### config.mk
export PLATFORM = sky130hd
export DESIGN_NAME = i2c_register_slave_port
export DESIGN_NICKNAME = d
export VERILOG_FILES = /design/src/i2c_register_slave_port.v
export VERILOG_INCLUDE_DIRS = /design/src
export SDC_FILE = /design/constraint.sdc
export NUM_CORES = 1
export LEC_CHECK = 0
export BUFFER_PORTS_ARGS = -buffer_cell sky130_fd_sc_hd__buf_4
export CAP_MARGIN = 15
export CORE_ASPECT_RATIO = 1.75
export CORE_UTILIZATION = 50
export DETAILED_ROUTE_END_ITERATION = 8
export GPL_TIMING_DRIVEN = 0
export PLACE_DENSITY = 0.74
export SLEW_MARGIN = 20
export SYNTH_ARGS = -nofsm -noshare
export SYNTH_HDL_FRONTEND = slang
export SYNTH_SLANG_ARGS = --single-unit
### constraint.sdc
create_clock -name clk -period 1.8 [get_ports clk]
set_clock_uncertainty 0.2 [all_clocks]
set_input_delay 0.36 -clock clk [delete_from_list [all_inputs] [get_ports clk]]
set_output_delay 0.36 -clock clk [all_outputs]
set_load 0.02 [all_outputs]
### src/i2c_slave_defines.vh
`ifndef I2C_SLAVE_DEFINES_VH
`define I2C_SLAVE_DEFINES_VH

// 7-bit device address with the strap pin tied low
`define DEV_ADDR_DEFAULT 7'h4a
`define PTR_RESET 8'h00
`define PTR_TOP 8'hff
`define RESERVED_LO 8'hf6
`define DIR_WRITE 1'b0
`define DIR_READ 1'b1
`define BITS_PER_BYTE 4'h8
`define ACK_SLOT 4'h9
`define FILTER_LEN 3

`endif

### src/i2c_register_slave_port.v
// Contract
// - sda falling while scl high is a start
// - sda rising while scl high is a stop; bus released
// - repeated start keeps context and expects a new address byte
// - stop aborts frame at any bit, except in start's own high phase
// - device drives sda low through whole ninth clock after good write byte
// - write frame: start, address with dir 0, pointer, data bytes, stop
// - device acks own address with write direction
// - second write byte loads pointer and is acked
// - third and later write bytes stored at pointer and acked
// - device acks own address with read direction
// - start then read address resets pointer to 0x00
// - read bits valid on scl rising edge
// - stop allowed after any read byte; pointer advances per byte
// - pointer preset by write address and pointer, then repeated start read
// - pointer saturates at 0xff for further reads
// - bytes are eight bits msb first plus one ack clock
// - sda changes only while scl low
`timescale 1ns/100ps
`default_nettype none
`include "i2c_slave_defines.vh"

module i2c_register_slave_port #(
  parameter [6:0] DEV_ADDR = `DEV_ADDR_DEFAULT
) (
  input wire clk,
  input wire rstn,
  input wire scl_in,
  input wire sda_in,
  output reg sda_out,
  output reg sda_oe,
  output reg [7:0] reg_addr,
  output reg [7:0] wr_data,
  output reg wr_strobe,
  input wire [7:0] rd_data,
  output reg rd_strobe,
  output reg busy
);

  // ****************************************
  // input synchronisers and glitch filters
  // ****************************************
  reg [1:0] scl_sync;
  reg [1:0] sda_sync;
  reg [`FILTER_LEN-1:0] scl_hist;
  reg [`FILTER_LEN-1:0] sda_hist;
  reg scl_f;
  reg sda_f;
  reg scl_d;
  reg sda_d;

  always @(posedge clk) begin
    if (!rstn) begin
      scl_sync <= 2'h3;
      sda_sync <= 2'h3;
      scl_hist <= {`FILTER_LEN{1'b1}};
      sda_hist <= {`FILTER_LEN{1'b1}};
      scl_f <= 1'b1;
      sda_f <= 1'b1;
      scl_d <= 1'b1;
      sda_d <= 1'b1;
    end else begin
      scl_sync <= {scl_sync[0], scl_in};
      sda_sync <= {sda_sync[0], sda_in};
      scl_hist <= {scl_hist[`FILTER_LEN-2:0], scl_sync[1]};
      sda_hist <= {sda_hist[`FILTER_LEN-2:0], sda_sync[1]};
      if (&scl_hist) scl_f <= 1'b1;
      else if (~|scl_hist) scl_f <= 1'b0;
      if (&sda_hist) sda_f <= 1'b1;
      else if (~|sda_hist) sda_f <= 1'b0;
      scl_d <= scl_f;
      sda_d <= sda_f;
    end
  end

  wire scl_rise = scl_f & ~scl_d;
  wire scl_fall = ~scl_f & scl_d;
  wire start_det = scl_f & scl_d & sda_d & ~sda_f;
  wire stop_det = scl_f & scl_d & ~sda_d & sda_f;

  // ****************************************
  // frame state machine
  // ****************************************
  localparam [5:0] ST_IDLE = 6'h01;
  localparam [5:0] ST_ADDR = 6'h02;
  localparam [5:0] ST_PTR = 6'h04;
  localparam [5:0] ST_WDATA = 6'h08;
  localparam [5:0] ST_RDATA = 6'h10;
  localparam [5:0] ST_IGNORE = 6'h20;

  reg [5:0] state;
  reg [3:0] bit_cnt;
  reg [7:0] shift;
  reg in_ack;
  reg ack_drive;
  reg start_high;
  reg [7:0] tx;
  reg busy_wr;

  always @(posedge clk) begin
    if (!rstn) begin
      state <= ST_IDLE;
      bit_cnt <= 4'h0;
      shift <= 8'h00;
      in_ack <= 1'b0;
      ack_drive <= 1'b0;
      start_high <= 1'b0;
      tx <= 8'h00;
      sda_out <= 1'b0;
      sda_oe <= 1'b0;
      reg_addr <= `PTR_RESET;
      wr_data <= 8'h00;
      wr_strobe <= 1'b0;
      rd_strobe <= 1'b0;
      busy <= 1'b0;
    end else begin
      wr_strobe <= 1'b0;
      rd_strobe <= 1'b0;
      sda_out <= 1'b0;
      if (scl_fall) start_high <= 1'b0;
      if (start_det) begin
        // a start or repeated start always re-arms address reception
        state <= ST_ADDR;
        bit_cnt <= 4'h0;
        in_ack <= 1'b0;
        ack_drive <= 1'b0;
        sda_oe <= 1'b0;
        start_high <= 1'b1;
        busy <= 1'b1;
      end else if (stop_det && !start_high) begin
        state <= ST_IDLE;
        bit_cnt <= 4'h0;
        in_ack <= 1'b0;
        ack_drive <= 1'b0;
        sda_oe <= 1'b0;
        busy <= 1'b0;
      end else if (scl_rise && !in_ack && state != ST_IDLE && state != ST_IGNORE) begin
        shift <= {shift[6:0], sda_f};
        bit_cnt <= bit_cnt + 4'h1;
      end else if (scl_rise && in_ack && state == ST_RDATA && !ack_drive) begin
        // master answer on ninth clock: low continues, high ends sending
        if (sda_f) state <= ST_IGNORE;
      end else if (scl_fall) begin
        if (in_ack) begin
          // ninth clock over: release, then prepare next byte
          in_ack <= 1'b0;
          ack_drive <= 1'b0;
          bit_cnt <= 4'h0;
          sda_oe <= 1'b0;
          if (state == ST_RDATA) begin
            tx <= {rd_data[6:0], 1'b0};
            sda_oe <= ~rd_data[7];
            rd_strobe <= 1'b1;
            // pointer sticks at the top location
            if (reg_addr != `PTR_TOP) reg_addr <= reg_addr + 8'h01;
          end
        end else if (state == ST_RDATA && bit_cnt != `BITS_PER_BYTE) begin
          sda_oe <= ~tx[7];
          tx <= {tx[6:0], 1'b0};
        end else if (bit_cnt == `BITS_PER_BYTE) begin
          in_ack <= 1'b1;
          case (state)
            ST_ADDR: begin
              if (shift[7:1] == DEV_ADDR) begin
                sda_oe <= 1'b1;
                ack_drive <= 1'b1;
                if (shift[0] == `DIR_READ) begin
                  state <= ST_RDATA;
                  // fresh start straight to read resets; after repeated start keep preset
                  if (!busy_wr) reg_addr <= `PTR_RESET;
                end else begin
                  state <= ST_PTR;
                end
              end else begin
                state <= ST_IGNORE;
                in_ack <= 1'b0;
              end
            end
            ST_PTR: begin
              reg_addr <= shift;
              sda_oe <= 1'b1;
              ack_drive <= 1'b1;
              state <= ST_WDATA;
            end
            ST_WDATA: begin
              wr_data <= shift;
              wr_strobe <= 1'b1;
              sda_oe <= 1'b1;
              ack_drive <= 1'b1;
            end
            ST_RDATA: begin
              sda_oe <= 1'b0;
            end
            default: begin
              sda_oe <= 1'b0;
            end
          endcase
        end
      end
      if (state == ST_RDATA && in_ack && ack_drive && scl_fall) begin
        tx <= {rd_data[6:0], 1'b0};
        sda_oe <= ~rd_data[7];
        rd_strobe <= 1'b1;
      end
    end
  end

  // remembers that the current frame had a write address plus pointer
  always @(posedge clk) begin
    if (!rstn) begin
      busy_wr <= 1'b0;
    end else if (stop_det && !start_high) begin
      busy_wr <= 1'b0;
    end else if (state == ST_PTR && scl_fall && bit_cnt == `BITS_PER_BYTE && !in_ack) begin
      busy_wr <= 1'b1;
    end else if (state == ST_ADDR && start_det == 1'b0 && bit_cnt == 4'h0 && !busy) begin
      busy_wr <= 1'b0;
    end
  end

endmodule
`default_nettype wire

==> impl_metrics.py, run 1 <==
metrics = {
    "routing": {
        "drt_first_iter_violations": 267,
        "antenna_left": 0,
        "dr_total_vias": 2751,
        "wl_per_cell_um": 17.9,
        "drc": 0,
        "routed_wirelength_um": 8500,
        "drt_pass1_iterations": 5,
        "viasPerCell": 5.79,
    },
    "timing": {
        "finalSetupViolations": 33,
        "rsz0062_at_grt": "yes",
        "tns_ns": -3.51,
        "worst_slew_pin_slew_ns": 0.646,
        "fmax_mhz": 480,
        "finalCritPeriodShare": 1.16,
        "timing.final.ws_setup_ns": -0.284,
        "hold_viol": 0,
        "period_minus_slack_ns": 2.08,
        "slew_headroom": 0.570,
        "finalMaxSlewViolations": 0,
        "hold_ws_ns": 0.120,
    },
    "setup_path": {
        "max_stage_delay_ns": 0.41,
        "arrival_ns": 2.13,
        "endpoint_kind": "register",
        "critical_path_required_ns": 1.85,
        "critPathSlowestCell": "dfxtp_1",
        "worstSetupPathType": "reg -> reg",
        "cp-start-kind": "register",
        "crit_fanout": 10,
        "path_cells": "ha_1 -> nand4_1 -> o21ai_0 -> a211oi_4 -> buf_6 -> a311oi_1",
    },
    "synth": {
        "syn_avg_cell_area_um2": 8.88,
        "synth_top_area_frac": 0.436,
        "ys_top_cells_by_area": "dfxtp_1 (44%), nor2_1 (5.1%), mux2i_1 (4.8%)",
        "synthCells": 326,
        "synth_edf_count": 0,
        "yosysMostFrequentCell": "dfxtp_1",
        "synthesis.nets": 341,
        "synth_top_cell_by_area": "dfxtp_1",
        "ys_seq_elements": 63,
        "synth_area_um2": 2900,
        "synth_ff_type": "dfxtp_1",
        "synth.distinct_cells": 52,
        "async_flop_share": 0,
        "ys_seq_area_frac": 0.436,
        "yosys-top-cells-count": "dfxtp_1 (63), nor2_1 (39), nand2_1 (36)",
        "yosys_warnings": 0,
    },
    "finish": {
        "stdcell_count": 475,
        "n_antenna_cell": 0,
        "drive_gt1_frac": 0.361,
        "nets": 409,
        "area_growth_syn_to_layout_pct": 38.8,
    },
    "grt": {
        "overflow": 0,
        "track_usage": 0.270,
        "grt_max_degree": 11,
        "grt_pass1_vias": 2489,
        "grt_pass1_wl_um": 12000,
        "grt_antenna_before_repair": 0,
    },
    "clock_tree": {
        "clkSinkCount": 63,
        "cts_made_buffers": 9,
        "tritoncts": "yes",
        "cts.path.max_buffers": 2,
        "path_clk_slew_ns": 0.07,
        "h-tree-depth": 3,
        "clock-root-buffer": "clkbuf_8",
        "clkLatencyLatePin_ns": 0.35,
    },
    "floorplanning": {
        "die_w_um": 59.5,
        "die_area_um2": 6110,
        "io_pins": 33,
        "core-area_um2": 5590,
        "die_h_um": 103,
        "start_util": 0.518,
        "std_cell_rows": 36,
    },
    "status": {
        "violations": "negative setup slack",
        "outcome": "finished with violations",
    },
    "worst_hold_path": {
        "hp-class": "in -> reg",
    },
    "pwr": {
        "p_leak_uw": 0.00153,
        "p_per_area_nw_per_um2": 687,
        "irDropWorstVdd_mv": 0.508,
    },
    "job": {
        "max_cap_viol_count": 0,
    },
    "placed_design": {
        "port-buffer-count": 30,
        "dpl.hpwl_um": 4890,
        "globalplace.congestion": 0.859,
        "dp.cells": 432,
        "pre_cts_ws_ns": -0.501,
    },
}
[final timing paths]
kind,from,end,slack (ns),cells after the start
worst min register to register,scl_sync[0]$_SDFF_PN1_,scl_sync[1]$_SDFF_PN1_,0.21,1
worst max-delay path,reg_addr[0]$_SDFFE_PN0P_,reg_addr[1]$_SDFFE_PN0P_,-0.28,6
worst max register to register,reg_addr[0]$_SDFFE_PN0P_,reg_addr[1]$_SDFFE_PN0P_,-0.28,6
worst min-delay path,rd_data[0],tx[1]$_SDFFE_PN0P_,0.12,3
[power breakdown]
part           switching (µW)  internal, µW  leakage [µW]
clock                     523           776      0.000104
combinational            38.9          26.1      0.000914
sequential               2.17          1390      0.000514
total                     564          2200       0.00153
[cells in the final DEF (no fill, tap or decap), types with 3 or more instances in the layout]
| cell type | n |
|---|---|
| buf_4 | 55 |
| dfxtp_1 | 51 |
| nor2_1 | 35 |
| nand2_1 | 34 |
| nand2b_1 | 16 |
| mux2i_1 | 14 |
| a21oi_1 | 14 |
| buf_6 | 11 |
| clkbuf_8 | 10 |
| clkbuf_1 | 9 |
| nand4b_1 | 8 |
| dfxtp_2 | 8 |
| xor2_1 | 7 |
| nand3_1 | 7 |
| a211oi_1 | 6 |
| a21oi_2 | 5 |
| o21ai_0 | 5 |
| a311oi_1 | 5 |
| nor3b_2 | 4 |
| o21a_1 | 4 |
| nand4_1 | 4 |
| a211oi_2 | 4 |
| dfxtp_4 | 4 |
| nor2_4 | 3 |
| nor2b_1 | 3 |
| xnor2_1 | 3 |
| nor3_1 | 3 |
[sequential cells by signal, summed over array words and instances, names as in the netlist, 2 cells and up]
signal and flops:
reg_addr 8, shift 8, wr_data 8, tx 7, state 6, bit_cnt 4
scl_hist 3, sda_hist 3, scl_sync 2, sda_sync 2
[routing by layer]
metal	GRT usage	part of all wire	vias to the layer above
met5	0	0	-
met4	0.186	0.058	0
met3	0.0665	0.050	40
met2	0.455	0.52	122
met1	0.290	0.37	1304
li1	-	-	1285
[timing repair]
item | CTS | global route
resized for setup | 56 | 35
setup buffers | 18 | 9
gates cloned | 2 | 1
setup endpoints to repair | 45 | 45
hold buffers | 2 | 0
pin swaps | 22 | 18
endpoints found under the hold margin | 2 | 0
[area by class of cell]
type	instances	area, µm²
Sequential cell	63	1290
Tap cell	76	95.1
Inverter	5	18.8
Clock buffer	12	135
Fill cell	417	1570
Buffer	18	148
Multi-Input combinational cell	236	1780
Clock inverter	4	70.1
Timing Repair Buffer	61	488
[worst max-delay path: cells and delay by family, from the launching register on]
| family | cells | cell delay (ns) |
|---|---|---|
| compound gates | 3 | 0.78 |
| fa+ha+maj | 1 | 0.27 |
| buf+inv | 1 | 0.17 |
| flops | 1 | 0.41 |
| simple gates | 1 | 0.15 |
[kinds of logic (layout without fill, tap and decap cells)]
group	Yosys count	count (layout)	synth area share
other cells	1	1	0.00130
mux	14	14	0.0484
xor+xnor	11	11	0.0333
buf+inv	28	100	0.0488
fa+ha+maj	3	3	0.0130
simple gates	146	146	0.276
compound gates	60	61	0.143
flops	63	63	0.436
[metrics by stage]
step / cell area, µm² / util / total power (µW)
2_1_floorplan: 2910 / - / 1460
6_report: 4020 / 0.720 / 2760
3_5_place_dp: 3230 / 0.579 / 1490
5_1_grt: 4020 / 0.720 / 2840
4_1_cts: 3800 / 0.680 / 2780
3_3_place_gp: 3230 / 0.579 / 1490
Power figures use the tool's default switching activity.
==> inputs of run 2 (changes only) <==
==> constraint.sdc (replaced) <==
create_clock -name clk -period 1.8 [get_ports clk]
set_clock_uncertainty 0.2 [all_clocks]
set_input_delay 0.09 -clock clk [delete_from_list [all_inputs] [get_ports clk]]
set_output_delay 0.09 -clock clk [all_outputs]
set_load 0.02 [all_outputs]
==> run 2 against run 1 <==
Effect of this change: the flow still finishes with violations (negative setup slack); die area did not move; setup slack improved by 0.096 ns; flip-flop and latch count did not move; global-route usage grew 1.2 points; highest routed layer unchanged; non-clock buffer count rose by 8; fmax rose by 4.8%; largest power group unchanged; final cell count grew 1.5%; power rose by 1.1%; via count is 1.6% lower; sequential power about the same; sequential share of layout area is 0.28 points lower; combinational power grew 31%.
==> impl_metrics.py, run 2 (synthesized netlist as in run 1, its figures left out) <==
metrics = {
    "job": {
        "max_cap_viol_count": 0,
    },
    "pwr": {
        "irDropWorstVdd_mv": 0.550,
        "p_leak_uw": 0.00155,
        "switching_power_uw": 578,
        "intPower_uw": 2210,
        "p_per_area_nw_per_um2": 689,
        "clkPwrFrac": 0.469,
        "p_comb_frac": 0.030,
        "netSwitchingFraction": 0.207,
        "pwr-share-seq": 0.500,
    },
    "floorplanning": {
        "std_cell_rows": 36,
        "start_util": 0.518,
        "die_h_um": 103,
        "io_pins": 33,
        "core-area_um2": 5590,
        "die_w_um": 59.5,
        "die_area_um2": 6110,
    },
    "placed_design": {
        "dp.cells": 432,
        "port-buffer-count": 30,
        "globalplace.congestion": 0.859,
        "dpl.hpwl_um": 4890,
    },
    "finish": {
        "multiInputGateArea_um2": 1730,
        "final_common_cell": "buf_4",
        "final_cell_mix": "buf_4 (54), dfxtp_1 (52), nor2_1 (36)",
        "top_regs": "reg_addr: 8 flops, shift: 8 flops, wr_data: 8 flops",
        "stdcell_count": 482,
        "drive_gt1_frac": 0.333,
        "seqCellArea_um2": 1280,
        "nets": 416,
        "n_antenna_cell": 0,
        "area_growth_syn_to_layout_pct": 39.9,
        "n_fill_cell": 425,
    },
    "routing": {
        "antenna_left": 0,
        "drt_pass1_iterations": 5,
        "drc": 0,
        "wl_per_cell_um": 16.6,
        "routed_wirelength_um": 8020,
        "drt_first_iter_violations": 185,
        "dr_total_vias": 2706,
        "viasPerCell": 5.61,
    },
    "worst_hold_path": {
        "hp-class": "reg -> reg",
    },
    "clock_tree": {
        "clock-root-buffer": "clkbuf_8",
        "cts.path.max_buffers": 2,
        "tritoncts": "yes",
        "clkLatencyLatePin_ns": 0.35,
        "path_clk_slew_ns": 0.07,
        "cts_made_buffers": 9,
        "h-tree-depth": 3,
        "clkSinkCount": 63,
    },
    "timing": {
        "finalMaxSlewViolations": 0,
        "tns_ns": -1.86,
        "slew_headroom": 0.589,
        "worst_slew_pin_slew_ns": 0.617,
        "finalSetupViolations": 22,
        "hold_viol": 0,
        "fmax_mhz": 503,
        "finalCritPeriodShare": 1.10,
        "timing.final.ws_setup_ns": -0.188,
        "period_minus_slack_ns": 1.99,
        "rsz0062_at_grt": "yes",
    },
    "status": {
        "outcome": "finished with violations",
        "violations": "negative setup slack",
    },
    "setup_path": {
        "endpoint_kind": "register",
        "r2r_setup_slack_ns": -0.19,
        "cp-start-kind": "register",
        "arrival_ns": 2.04,
        "worstSetupPathType": "reg -> reg",
        "critical_path_required_ns": 1.85,
        "crit_fanout": 5,
    },
    "grt": {
        "grt_antenna_before_repair": 0,
        "overflow": 0,
        "track_usage": 0.282,
        "grt_max_degree": 11,
        "grt_pass1_wl_um": 12400,
        "grt_pass1_vias": 2585,
    },
}
[run 2: through the flow]
step           utilization  hold WS, ns  power [µW]  setup slack (ns)  area [µm²]
2_1_floorplan            -     -0.00853        1460            -0.173        2910
3_3_place_gp         0.579       0.0744        1490            -0.456        3230
3_5_place_dp         0.579       0.0779        1490            -0.501        3230
4_1_cts              0.700        0.218        2800            -0.161        3910
5_1_grt              0.725        0.238        2870            -0.303        4050
6_report             0.725        0.215        2790            -0.188        4050
[run 2: cell type report]
cell class              count  share of cell area
flip-flops and latches     63               0.317
clock buffers              12              0.0334
inverters                   5             0.00463
plain buffers              18              0.0358
clock inverters             4              0.0173
repair buffers             69               0.140
multi-input cells         235               0.428
well taps                  76              0.0235
[run 2: final timing paths]
kind                           from                  endpoint  cells after the start
min          sda_sync[0]$_SDFF_PN1_    sda_sync[1]$_SDFF_PN1_                      1
max reg2reg   state[0]$_SDFFE_PN1P_  reg_addr[7]$_SDFFE_PN0P_                      7
max           state[0]$_SDFFE_PN1P_  reg_addr[7]$_SDFFE_PN0P_                      7
min reg2reg  sda_sync[0]$_SDFF_PN1_    sda_sync[1]$_SDFF_PN1_                      1
[run 2: routing by layer]
| metal | track usage | part of all wire | routed length (µm) |
|---|---|---|---|
| met4 | 0.204 | 0.053 | 421 |
| met5 | 0 | 0 | 0 |
| met2 | 0.481 | 0.52 | 4170 |
| met1 | 0.292 | 0.38 | 3070 |
| met3 | 0.0715 | 0.044 | 353 |
[run 2: worst max-delay path, stage by stage, from the launching register on]
cell      delay [ns]
dfxtp_1         0.31
buf_6           0.13
nor4b_4         0.25
nand4_1         0.23
a211oi_4        0.34
buf_4           0.18
nor2_1          0.04
a211oi_1        0.20
[run 2: power groups by stage]
stage                     clock network, µW  logic, µW  registers, µW
after global routing                   1380       90.3           1400
after floorplan                           0       29.9           1430
after global placement                    0       58.6           1430
final                                  1310       84.9           1400
after detailed placement                  0       59.2           1430
after CTS                              1320       81.3           1400
[run 2: what timing repair did]
| action | 4_1_cts | 5_1_grt |
|---|---|---|
| pin swaps | 22 | 13 |
| gates resized for setup | 56 | 22 |
| cloned | 2 | 0 |
| hold buffers | 13 | 0 |
| endpoints found under the setup margin | 45 | 45 |
| hold endpoints to repair | 15 | 0 |
| buffers inserted | 18 | 7 |
==> inputs of run 3 (changes only) <==
--- a/config.mk
+++ b/config.mk
@@ -13,6 +13,7 @@
 export DETAILED_ROUTE_END_ITERATION = 8
 export GPL_TIMING_DRIVEN = 0
 export PLACE_DENSITY = 0.74
+export REMOVE_ABC_BUFFERS = 1
 export SLEW_MARGIN = 20
 export SYNTH_ARGS = -nofsm -noshare
 export SYNTH_HDL_FRONTEND = slang
==> run 3 against run 2 <==
Effect of this change: the run still ends with negative setup slack left; combinational power shrank 5.8%; power is 6.5% lower; fmax is 2.1% lower; critical endpoint is now reg_addr[0]$_SDFFE_PN0P_; largest power group unchanged; highest routed layer unchanged.
==> impl_metrics.py, run 3 (synthesized netlist as in run 1, its figures left out) <==
metrics = {
    "routing": {
        "wl_per_cell_um": 17.1,
        "dr_total_vias": 2791,
        "drt_first_iter_violations": 203,
        "drc": 0,
        "antenna_left": 0,
        "drt_pass1_iterations": 7,
        "routed_wirelength_um": 8310,
        "viasPerCell": 5.75,
    },
    "setup_path": {
        "critPathTopFamily": "simple AND/OR/NAND/NOR gates",
        "endpoint_kind": "register",
        "max_stage_delay_ns": 0.40,
        "r2r_setup_slack_ns": -0.23,
        "crit_fanout": 8,
        "cp-start-kind": "register",
        "worstSetupPathType": "reg -> reg",
        "critPathSlowestCell": "dfxtp_2",
        "path_cells": "nor4b_1 -> nand4_1 -> a211oi_4 -> buf_4 -> buf_12 -> nor2_2 -> a311oi_2",
        "critical_path_required_ns": 1.85,
        "arrival_ns": 2.08,
        "crit_buf_inv": 2,
    },
    "pwr": {
        "netSwitchingFraction": 0.245,
        "pwr-share-seq": 0.533,
        "p_comb_frac": 0.031,
        "clkPwrFrac": 0.437,
        "switching_power_uw": 640,
        "intPower_uw": 1970,
        "p_leak_uw": 0.00159,
        "p_per_area_nw_per_um2": 633,
        "irDropWorstVdd_mv": 0.498,
    },
    "finish": {
        "fin_util": 0.738,
        "final_common_cell": "buf_4",
        "multiInputGateArea_um2": 1750,
        "n_antenna_cell": 0,
        "seqCellArea_um2": 1300,
        "nets": 419,
        "stdcell_count": 485,
        "final_cell_mix": "buf_4 (64), dfxtp_1 (45), nand2_1 (34)",
        "area_growth_syn_to_layout_pct": 42.3,
        "n_fill_cell": 429,
        "drive_gt1_frac": 0.399,
        "top_regs": "reg_addr: 8 flops, shift: 8 flops, wr_data: 8 flops",
    },
    "clock_tree": {
        "clock-root-buffer": "clkbuf_8",
        "tritoncts": "yes",
        "path_clk_slew_ns": 0.07,
        "clkSinkCount": 63,
        "cts_made_buffers": 9,
        "h-tree-depth": 3,
        "clkLatencyLatePin_ns": 0.36,
        "cts.path.max_buffers": 2,
    },
    "timing": {
        "period_minus_slack_ns": 2.03,
        "hold_viol": 0,
        "timing.final.ws_setup_ns": -0.230,
        "slew_headroom": 0.651,
        "rsz0062_at_grt": "yes",
        "finalSetupViolations": 27,
        "finalMaxSlewViolations": 0,
        "fmax_mhz": 493,
        "worst_slew_pin_slew_ns": 0.523,
        "finalCritPeriodShare": 1.13,
    },
    "status": {
        "violations": "negative setup slack",
        "outcome": "finished with violations",
    },
    "floorplanning": {
        "die_h_um": 103,
        "io_pins": 33,
        "start_util": 0.518,
        "die_w_um": 59.5,
        "std_cell_rows": 36,
        "die_area_um2": 6110,
        "core-area_um2": 5590,
    },
    "grt": {
        "grt_pass1_vias": 2759,
        "grt_pass1_wl_um": 12900,
        "grt_antenna_before_repair": 0,
        "grt_max_degree": 36,
        "track_usage": 0.286,
        "overflow": 0,
    },
    "placed_design": {
        "globalplace.congestion": 0.911,
        "port-buffer-count": 31,
        "dp.cells": 411,
        "dpl.hpwl_um": 4410,
    },
    "job": {
        "max_cap_viol_count": 0,
    },
    "worst_hold_path": {
        "hp-class": "in -> reg",
    },
}
==> run 3: cell types whose count changed in the layout (fill, tap and decap cells not counted), sizes merged <==
cell / before / now
buf: 64 / 76
clkbuf: 22 / 10
bufinv: 2 / 0
clkinv: 3 / 5
clkinvlp: 0 / 1
dlygate4sd3: 13 / 14
inv: 4 / 5
==> run 3: layout make-up <==
cell class	count	share of cell area
tap	76	0.0231
inverter	5	0.00486
multi-input combinational	235	0.426
sequential	63	0.316
clock inverter	6	0.0106
clock buffer	10	0.0334
timing repair buffer	90	0.186
==> run 3: per-layer routing <==
layer / track usage / vias to the layer above / share of wire
met3: 0.0853 / 44 / 0.051
met1: 0.294 / 1321 / 0.36
met2: 0.476 / 120 / 0.52
met5: 0 / - / 0
met4: 0.220 / 0 / 0.060
li1: - / 1306 / -
==> run 3: power groups by stage <==
stage	sequential (µW)	combinational, µW	clock (µW)
floorplan	1430	20.7	0
global placement	1430	51.9	0
detailed placement	1430	53.3	0
CTS	1390	77.6	1130
global route	1390	86.2	1210
finish	1390	80.0	1140
==> run 3: worst paths after layout <==
check,startpoint,to,cells after the start
min reg2reg,sda_sync[1]$_SDFF_PN1_,sda_hist[0]$_SDFF_PN1_,1
max,state[5]$_SDFFE_PP0P_,reg_addr[0]$_SDFFE_PN0P_,7
min,rstn,state[3]$_SDFFE_PP0P_,3
max reg2reg,state[5]$_SDFFE_PP0P_,reg_addr[0]$_SDFFE_PN0P_,7
==> run 3: worst min-delay path, cell delays in order <==
cell    delay [ns]
buf_4         0.14
and2_2        0.23
o21a_1        0.11
==> run 3: metrics by stage <==
step	hold slack (ns)	power, µW	area [µm²]	worst slack (ns)	setup TNS [ns]
global placement	0.0731	1490	3100	-1.19	-37.93
floorplan	-0.0404	1450	2770	-0.469	-13.11
detailed placement	0.0768	1490	3120	-0.844	-21.39
finish	0.0539	2610	4120	-0.230	-2.48
CTS	0.0654	2600	4010	-0.117	-1.53
global route	0.0617	2690	4120	-0.262	-5.19
==> run 3: what timing repair did <==
| action | 4_1_cts | 5_1_grt |
|---|---|---|
| hold buffers | 14 | 0 |
| endpoints found under the hold margin | 24 | 0 |
| pin swaps | 24 | 15 |
| gates resized for setup | 67 | 30 |
| setup buffers | 37 | 8 |
| endpoints found under the setup margin | 47 | 45 |
| cloned | 2 | 0 |
